$ cat src/srsr_pkg.sv
package srsr_pkg;

  // ----------------------------------------
  // Register offsets
  // ----------------------------------------
  localparam logic [3:0] SRSR_OFF_LOW  = 4'h8;
  localparam logic [3:0] SRSR_OFF_HIGH = 4'h9;

  // ----------------------------------------
  // Field positions
  // ----------------------------------------
  localparam int SRSR_BIT_POR    = 7;
  localparam int SRSR_BIT_PIN    = 6;
  localparam int SRSR_BIT_WDOG   = 5;
  localparam int SRSR_BIT_LVD    = 1;
  localparam int SRSR_BIT_WAKEUP = 0;
  localparam int SRSR_BIT_SACK   = 5;
  localparam int SRSR_BIT_DBG    = 3;
  localparam int SRSR_BIT_SW     = 2;
  localparam int SRSR_BIT_LOCKUP = 1;

  // ----------------------------------------
  // Implemented bits and reset values
  // ----------------------------------------
  localparam logic [7:0] SRSR_LOW_MASK   = 8'hE3;
  localparam logic [7:0] SRSR_HIGH_MASK  = 8'h2E;
  localparam logic [7:0] SRSR_LOW_RESET  = 8'h82;
  localparam logic [7:0] SRSR_HIGH_RESET = 8'h00;

  // ----------------------------------------
  // Power modes
  // ----------------------------------------
  typedef enum logic [2:0] {
    SRSR_MODE_RUN  = 3'h1,
    SRSR_MODE_LLS  = 3'h2,
    SRSR_MODE_VLLS = 3'h4
  } srsr_mode_t;

endpackage

$ cat src/srsr_cause.sv
`timescale 1ns/1ns
module srsr_cause (
  input  wire logic       pin_reset_event,
  input  wire logic       wdog_reset_event,
  input  wire logic       wdog_enable,
  input  wire logic       lvd_trip_event,
  input  wire logic       low_voltage_reset_enable,
  input  wire logic       wakeup_event,
  input  wire logic       wakeup_from_pin,
  input  wire logic [2:0] power_mode,
  input  wire logic       stop_ack_timeout_event,
  input  wire logic       debugger_reset_event,
  input  wire logic       core_reset_request,
  input  wire logic       core_lockup_event,
  output logic      [7:0] low_set,
  output logic      [7:0] high_set,
  output logic            restart
);
  logic wake_ok;
  logic lvd_ok;

  always_comb begin
    wake_ok = 1'b0;
    if (power_mode == srsr_pkg::SRSR_MODE_LLS) begin
      wake_ok = wakeup_event & wakeup_from_pin;
    end else if (power_mode == srsr_pkg::SRSR_MODE_VLLS) begin
      wake_ok = wakeup_event;
    end
    lvd_ok = lvd_trip_event & low_voltage_reset_enable;
    low_set = 8'h00;
    high_set = 8'h00;
    low_set[srsr_pkg::SRSR_BIT_PIN]    = pin_reset_event;
    low_set[srsr_pkg::SRSR_BIT_WDOG]   = wdog_reset_event & wdog_enable;
    low_set[srsr_pkg::SRSR_BIT_LVD]    = lvd_ok;
    low_set[srsr_pkg::SRSR_BIT_WAKEUP] = wake_ok;
    high_set[srsr_pkg::SRSR_BIT_SACK]   = stop_ack_timeout_event;
    high_set[srsr_pkg::SRSR_BIT_DBG]    = debugger_reset_event;
    high_set[srsr_pkg::SRSR_BIT_SW]     = core_reset_request;
    high_set[srsr_pkg::SRSR_BIT_LOCKUP] = core_lockup_event;
    // Deep-wakeup from VLLS restarts history; an enabled LOW_VOLTAGE_DETECT trip restarts it too
    restart = lvd_ok | (wake_ok & (power_mode == srsr_pkg::SRSR_MODE_VLLS));
  end
endmodule

$ cat src/srsr_top.sv
`timescale 1ns/1ns
module srsr_top (
  input  wire logic       clk_sys,
  input  wire logic       rst,
  input  wire logic       por_event,
  input  wire logic       pin_reset_event,
  input  wire logic       wdog_reset_event,
  input  wire logic       wdog_enable,
  input  wire logic       lvd_trip_event,
  input  wire logic       low_voltage_reset_enable,
  input  wire logic       wakeup_event,
  input  wire logic       wakeup_from_pin,
  input  wire logic [2:0] power_mode,
  input  wire logic       stop_ack_timeout_event,
  input  wire logic       debugger_reset_event,
  input  wire logic       core_reset_request,
  input  wire logic       core_lockup_event,
  input  wire logic [3:0] reg_addr,
  input  wire logic [7:0] reg_wdata,
  input  wire logic       reg_write,
  input  wire logic       reg_read,
  output logic      [7:0] reg_rdata
);
  logic [7:0] low_reg;
  logic [7:0] low_next;
  logic [7:0] high_reg;
  logic [7:0] high_next;
  logic [7:0] rdata_reg;
  logic [7:0] rdata_next;
  logic [7:0] low_set;
  logic [7:0] high_set;
  logic       restart;

  srsr_cause u_cause (
    .pin_reset_event          (pin_reset_event),
    .wdog_reset_event         (wdog_reset_event),
    .wdog_enable              (wdog_enable),
    .lvd_trip_event           (lvd_trip_event),
    .low_voltage_reset_enable (low_voltage_reset_enable),
    .wakeup_event             (wakeup_event),
    .wakeup_from_pin          (wakeup_from_pin),
    .power_mode               (power_mode),
    .stop_ack_timeout_event   (stop_ack_timeout_event),
    .debugger_reset_event     (debugger_reset_event),
    .core_reset_request       (core_reset_request),
    .core_lockup_event        (core_lockup_event),
    .low_set                  (low_set),
    .high_set                 (high_set),
    .restart                  (restart)
  );

  // ----------------------------------------
  // Sticky flags
  // ----------------------------------------
  always_comb begin
    low_next = low_reg;
    high_next = high_reg;
    if (reg_write && reg_addr == srsr_pkg::SRSR_OFF_LOW) begin
      low_next = low_reg & ~reg_wdata;
    end else if (reg_write && reg_addr == srsr_pkg::SRSR_OFF_HIGH) begin
      high_next = high_reg & ~reg_wdata;
    end
    if (por_event) begin
      // Supply was still ramping, so the low-voltage flag joins in
      low_next = srsr_pkg::SRSR_LOW_RESET;
      high_next = srsr_pkg::SRSR_HIGH_RESET;
    end else if (restart) begin
      low_next = low_set;
      high_next = high_set;
    end else begin
      low_next = low_next | low_set;
      high_next = high_next | high_set;
    end
    low_next = low_next & srsr_pkg::SRSR_LOW_MASK;
    high_next = high_next & srsr_pkg::SRSR_HIGH_MASK;
  end

  // ----------------------------------------
  // Read port
  // ----------------------------------------
  always_comb begin
    rdata_next = 8'h00;
    if (reg_read && reg_addr == srsr_pkg::SRSR_OFF_LOW) begin
      rdata_next = low_reg;
    end else if (reg_read && reg_addr == srsr_pkg::SRSR_OFF_HIGH) begin
      rdata_next = high_reg;
    end
  end

  // Power-on state is taken on async reset as well
  always_ff @(posedge clk_sys or posedge rst) begin
    if (rst) begin
      low_reg <= srsr_pkg::SRSR_LOW_RESET;
      high_reg <= srsr_pkg::SRSR_HIGH_RESET;
      rdata_reg <= 8'h00;
    end else begin
      low_reg <= low_next;
      high_reg <= high_next;
      rdata_reg <= rdata_next;
    end
  end

  assign reg_rdata = rdata_reg;

  // ----------------------------------------
  // Checks
  // ----------------------------------------
  chk_pin_sets: assert property (@(posedge clk_sys) disable iff (rst)
    (pin_reset_event && !por_event) |=> low_reg[srsr_pkg::SRSR_BIT_PIN])
    else $error("pin flag not set");
  chk_wdog_blocked: assert property (@(posedge clk_sys) disable iff (rst)
    (!wdog_enable && !por_event && !restart && !$past(low_reg[srsr_pkg::SRSR_BIT_WDOG])
     && !low_reg[srsr_pkg::SRSR_BIT_WDOG]) |=> !low_reg[srsr_pkg::SRSR_BIT_WDOG])
    else $error("watchdog flag set while disabled");
  chk_reserved_zero: assert property (@(posedge clk_sys) disable iff (rst)
    ((low_reg & ~srsr_pkg::SRSR_LOW_MASK) == 8'h00) && ((high_reg & ~srsr_pkg::SRSR_HIGH_MASK) == 8'h00))
    else $error("reserved bit set");
  chk_por_lvd: assert property (@(posedge clk_sys) disable iff (rst)
    por_event |=> low_reg[srsr_pkg::SRSR_BIT_LVD] && low_reg[srsr_pkg::SRSR_BIT_POR])
    else $error("power-on did not set flags");
  chk_lls_pin_only: assert property (@(posedge clk_sys) disable iff (rst)
    (power_mode == srsr_pkg::SRSR_MODE_LLS && !wakeup_from_pin && !por_event
     && !low_reg[0]) |=> !low_reg[srsr_pkg::SRSR_BIT_WAKEUP])
    else $error("non-pin wakeup in low-leakage stop");
  chk_w1c_clear: assert property (@(posedge clk_sys) disable iff (rst)
    (reg_write && reg_addr == srsr_pkg::SRSR_OFF_HIGH && !por_event && !restart
     && high_set == 8'h00) |=> ((high_reg & $past(reg_wdata)) == 8'h00))
    else $error("write one did not clear");
  chk_set_wins: assert property (@(posedge clk_sys) disable iff (rst)
    (core_lockup_event && !por_event) |=> high_reg[srsr_pkg::SRSR_BIT_LOCKUP])
    else $error("clear beat a new set");
  chk_read_data: assert property (@(posedge clk_sys) disable iff (rst)
    (reg_read && reg_addr == srsr_pkg::SRSR_OFF_LOW) |=> reg_rdata == $past(low_reg))
    else $error("read data wrong");
endmodule

$ cat config.mk
export PLATFORM = sky130hd
export DESIGN_NAME = srsr_top
export DESIGN_NICKNAME = d
export VERILOG_FILES = /design/src/srsr_pkg.sv /design/src/srsr_cause.sv /design/src/srsr_top.sv
export SDC_FILE = /design/constraint.sdc
export NUM_CORES = 1
export LEC_CHECK = 0
export BUFFER_PORTS_ARGS = -buffer_cell sky130_fd_sc_hd__buf_2
export CAP_MARGIN = 20
export CORE_MARGIN = 5
export CORE_UTILIZATION = 47
export DETAILED_ROUTE_END_ITERATION = 8
export PLACE_DENSITY = 0.78
export SYNTH_ARGS = -nofsm -noshare
export SYNTH_HDL_FRONTEND = slang
export SYNTH_HIERARCHICAL = 1
export SYNTH_SLANG_ARGS = --single-unit
$ cat constraint.sdc
create_clock -name clk_sys -period 0.9 [get_ports clk_sys]
set_input_delay 0.135 -clock clk_sys [delete_from_list [all_inputs] [get_ports clk_sys]]
set_output_delay 0.135 -clock clk_sys [all_outputs]
set_load 0.02 [all_outputs]
# Yosys cells after proc, flatten, opt, wreduce, memory -nomap -nowiden
# Index checks and enable logic that the tools add are counted.
# W data, S select, Z words.
[word_totals]
mem_bits_rw = 0
elab_cells = 32
latch_bits = 0
memories = 0
output_inout_bits = 8
romBits = 0
regBits = 17
[classes]
n_addsub = 0
mux = 11
multipliers = 0
shifts = 0
eq_ne = 4
n_bitwise = 10
div_mod_pow = 0
reduce_logical = 4
n_lt_le_gt_ge = 0
[ops]
columns = ["op", "n"]
rows = [
  ["$mux W8", 4],
  ["$mux W6", 5],
  ["$and A8 B8 Y8", 1],
  ["$eq A4 B4 Y1 const B", 2],
  ["$not A8 Y8", 1],
  ["$or A8 B7 Y8", 1],
  ["$and A6 B6 Y6", 1],
  ["$or A6 B6 Y6", 1],
  ["$and A1 B1 Y1", 4],
  ["$logic_and A1 B1 Y1", 4],
  ["$eq A3 B2 Y1 const B", 1],
  ["$eq A3 B3 Y1 const B", 1],
  ["$mux W1", 2],
  ["$or A1 B1 Y1", 1],
]

# Longest topological paths before layout
[logic_depth]
depth_word = 7
mapped_depth = 5
mapped_depth_nobuf = 4

# Hierarchy
# The synthesis kept the hierarchy.
[modules_own_cells]
columns = ["module", "cells_per_inst", "area_per_inst_um2", "seq_area_each_um2", "n_inst"]
rows = [
  ["srsr_top", 70, 829.5, 402.9, 1],
  ["srsr_cause", 23, 161.4, 0.0, 1],
]

# Worst setup path before layout
# Ideal clock, no wire load.
[synth_timing]
kind = "input to register"
startpoint = "input lvd_trip_event"
endpoint = "register high_reg[1]"
stages = 4
path_slack_ns = -0.087
arrival_ns = 0.893
cell_sequence = "and2_1 -> o21bai_1 -> nand2b_1 -> a221oi_2"
[synth_between]
elab_chain_len = 4
[synth_rtl]
columns = ["element", "line_no", "rtl"]
rows = [
  ["start, declared", "srsr_top.sv:9", "input wire logic lvd_trip_event,"],
  ["$and A1 B1 Y1", "srsr_cause.sv:29", "lvd_ok = lvd_trip_event & low_voltage_reset_enable;"],
  ["$or A1 B1 Y1", "srsr_cause.sv:41", "restart = lvd_ok | (wake_ok & (power_mode == srsr_pkg::SRSR_MODE_VLLS));"],
  ["net restart", "srsr_top.sv:32", "logic restart;"],
  ["$mux W6", "srsr_top.sv:67", "end else if (restart) begin"],
  ["$mux W6", "srsr_top.sv:63", "if (por_event) begin"],
  ["net high_next[1]", "srsr_top.sv:27", "logic [7:0] high_next;"],
  ["end signal, assigned", "srsr_top.sv:94", "high_reg <= srsr_pkg::SRSR_HIGH_RESET;"],
  ["end signal, assigned", "srsr_top.sv:98", "high_reg <= high_next;"],
  ["end, declared", "srsr_top.sv:26", "logic [7:0] high_reg;"],
]
# The timed path passes the listed nets, and every way through them passes these cells.

# Worst setup path in the final report
[layout_timing]
startpoint = "register rdata_reg[5], in the netlist reg_rdata[5]"
endpoint = "output reg_rdata[5]"
[layout_rtl]
columns = ["element", "line_no", "rtl"]
rows = [
  ["start, declared", "srsr_top.sv:28", "logic [7:0] rdata_reg;"],
  ["start signal, assigned", "srsr_top.sv:99", "rdata_reg <= rdata_next;"],
  ["end, declared", "srsr_top.sv:22", "output logic [7:0] reg_rdata"],
]
# No word-level cell between the ends.

==> impl_metrics.tcl <==
set metrics [dict create \
    maxSlewViolCount 0 \
    violations "negative setup slack" \
    row_count 16 \
    cts_tree "built" \
    syn-cell-area_sq_um 938 \
    routed-via-count 728 \
    antenna_left 0 \
    slowest_delay_ns 0.38 \
    die_area_sq_um 2990 \
    place_ws_ns -0.188 \
    cp_max_fo 1 \
    route.detailed.drc 0 \
    routabilityCongestion 0.708 \
    first_pass_iters 3 \
    grt_pass1_vias 729 \
    cts_max_level 1 \
    maxCapViolCount 0 \
    post_cts_buffers 0 \
    clock_path_buffers 2 \
    initial_core_util 0.483 \
    n_antenna_cell 0 \
    cp_slowest_cell "dfrtp_1" \
    cts.sink_count 16 \
    period_minus_slack_ns 0.927 \
    wirelength_um 1930 \
    antenna_found_initial 0 \
    path_cells "buf_6" \
    grt_use_total 0.149 \
    final_cell_mix "buf_2 (29), dfrtp_1 (14), inv_1 (8), nand2b_4 (8)" \
    path_buf_inv 1 \
    fmax_mhz 1080 \
    coreArea_sq_um 1940 \
    p_leak_nw 0.626 \
    nNetsFinal 151 \
    die_y_um 54.7 \
    rsz0062_at_grt "true" \
    skew_ns 0.00411 \
    criticalPathCategory "flop to primary output" \
    finalHoldViolations 0 \
    setup-violations-final 7 \
    dp_hpwl_um 1490 \
    die_w_um 54.7 \
    wire_per_inst_um 13.3 \
    syn_inst 86 \
    critPathTopFamily "flip-flops" \
    area_growth_pct 33.2 \
    grt_pass1_wl_um 3120 \
    irDropWorstVdd_v 0.000802 \
    layout_setup_ws_ns -0.0270 \
    cp-end-kind "primary output" \
    critical_path_arrival_ns 0.79 \
    numCtsBuffers 3 \
    routed_via_density 5.02 \
    final_common_cell "buf_2" \
    io_pins 39 \
    fin_crit_sh 1.03 \
    grt_start_max_net_pins 17 \
    power_density_nw_per_um2 1150 \
    setup_tns_ns -0.161 \
    drt_iter0_drc 6 \
    crit_required_ns 0.76 \
    p_total_mw 1.43 \
    grt_remaining_overflow 0 \
    largest_register_ffs 7 \
    syn_area_per_cell_sq_um 10.9 \
    cts_root_buffer "clkbuf_4" \
    whs_ns 0.0902 \
    port_buffers 36 \
    hold_class "primary input to flop" \
    layout-drive-gt1-share 0.534 \
    path_clk_slew_ns 0.09 \
    syn_nets 117 \
    status "finished with violations" \
    clk_latency_ns 0.28 \
    crit_path_start_kind "flop" \
    synth-warning-count 6 \
]
==> through the flow <==
stage / area, sq um / util / instances
after floorplan: 1010 / - / 86
after global placement: 1170 / 0.604 / 141
after detailed placement: 1170 / 0.604 / 141
after CTS: 1250 / 0.644 / 145
after global routing: 1250 / 0.644 / 145
final: 1250 / 0.644 / 145
==> routing by layer <==
layer	GRT usage	vias up	wire, um
li1	-	357	-
met1	0.191	333	834
met2	0.238	34	866
met3	0.0245	4	191
met4	0.0747	0	36
met5	0	-	0
==> what timing repair did <==
action	CTS	global route
hold buffers	1	0
endpoints found under the setup margin	7	7
hold endpoints to repair	14	0
resized for setup	14	0
pin swaps	0	0
cloned	0	0
==> path summary, 6_finish.rpt <==
path | endpoint | cells after the start | slack, ns | startpoint
worst min register to register | low_reg[1] | 2 | 0.52 | low_reg[1]
worst max register to register | low_reg[7] | 2 | 0.04 | low_reg[7]
worst min-delay path | high_reg[1] | 2 | 0.09 | por_event
min in group asynchronous | reg_rdata[6] | 4 | 0.40 | rst
worst max-delay path | reg_rdata[5] | 1 | -0.03 | reg_rdata[5]
max in group asynchronous | low_reg[7] | 4 | 0.25 | rst
==> where the power goes <==
part           leakage, nW  switching, mW  internal [mW]  total (mW)
Sequential           0.209         0.0244          0.750       0.775
Combinational        0.403          0.130          0.169       0.299
Clock               0.0138          0.205          0.155       0.360
==> final cells by class <==
type                       count  area (sq um)
clock buffer                   3          22.5
multi-input combinational     50           484
fill                         168           692
inverter                       8          30.0
timing repair buffer          41           277
sequential                    16           403
tap                           27          33.8
No activity file was read; power rests on OpenSTA's default activity.
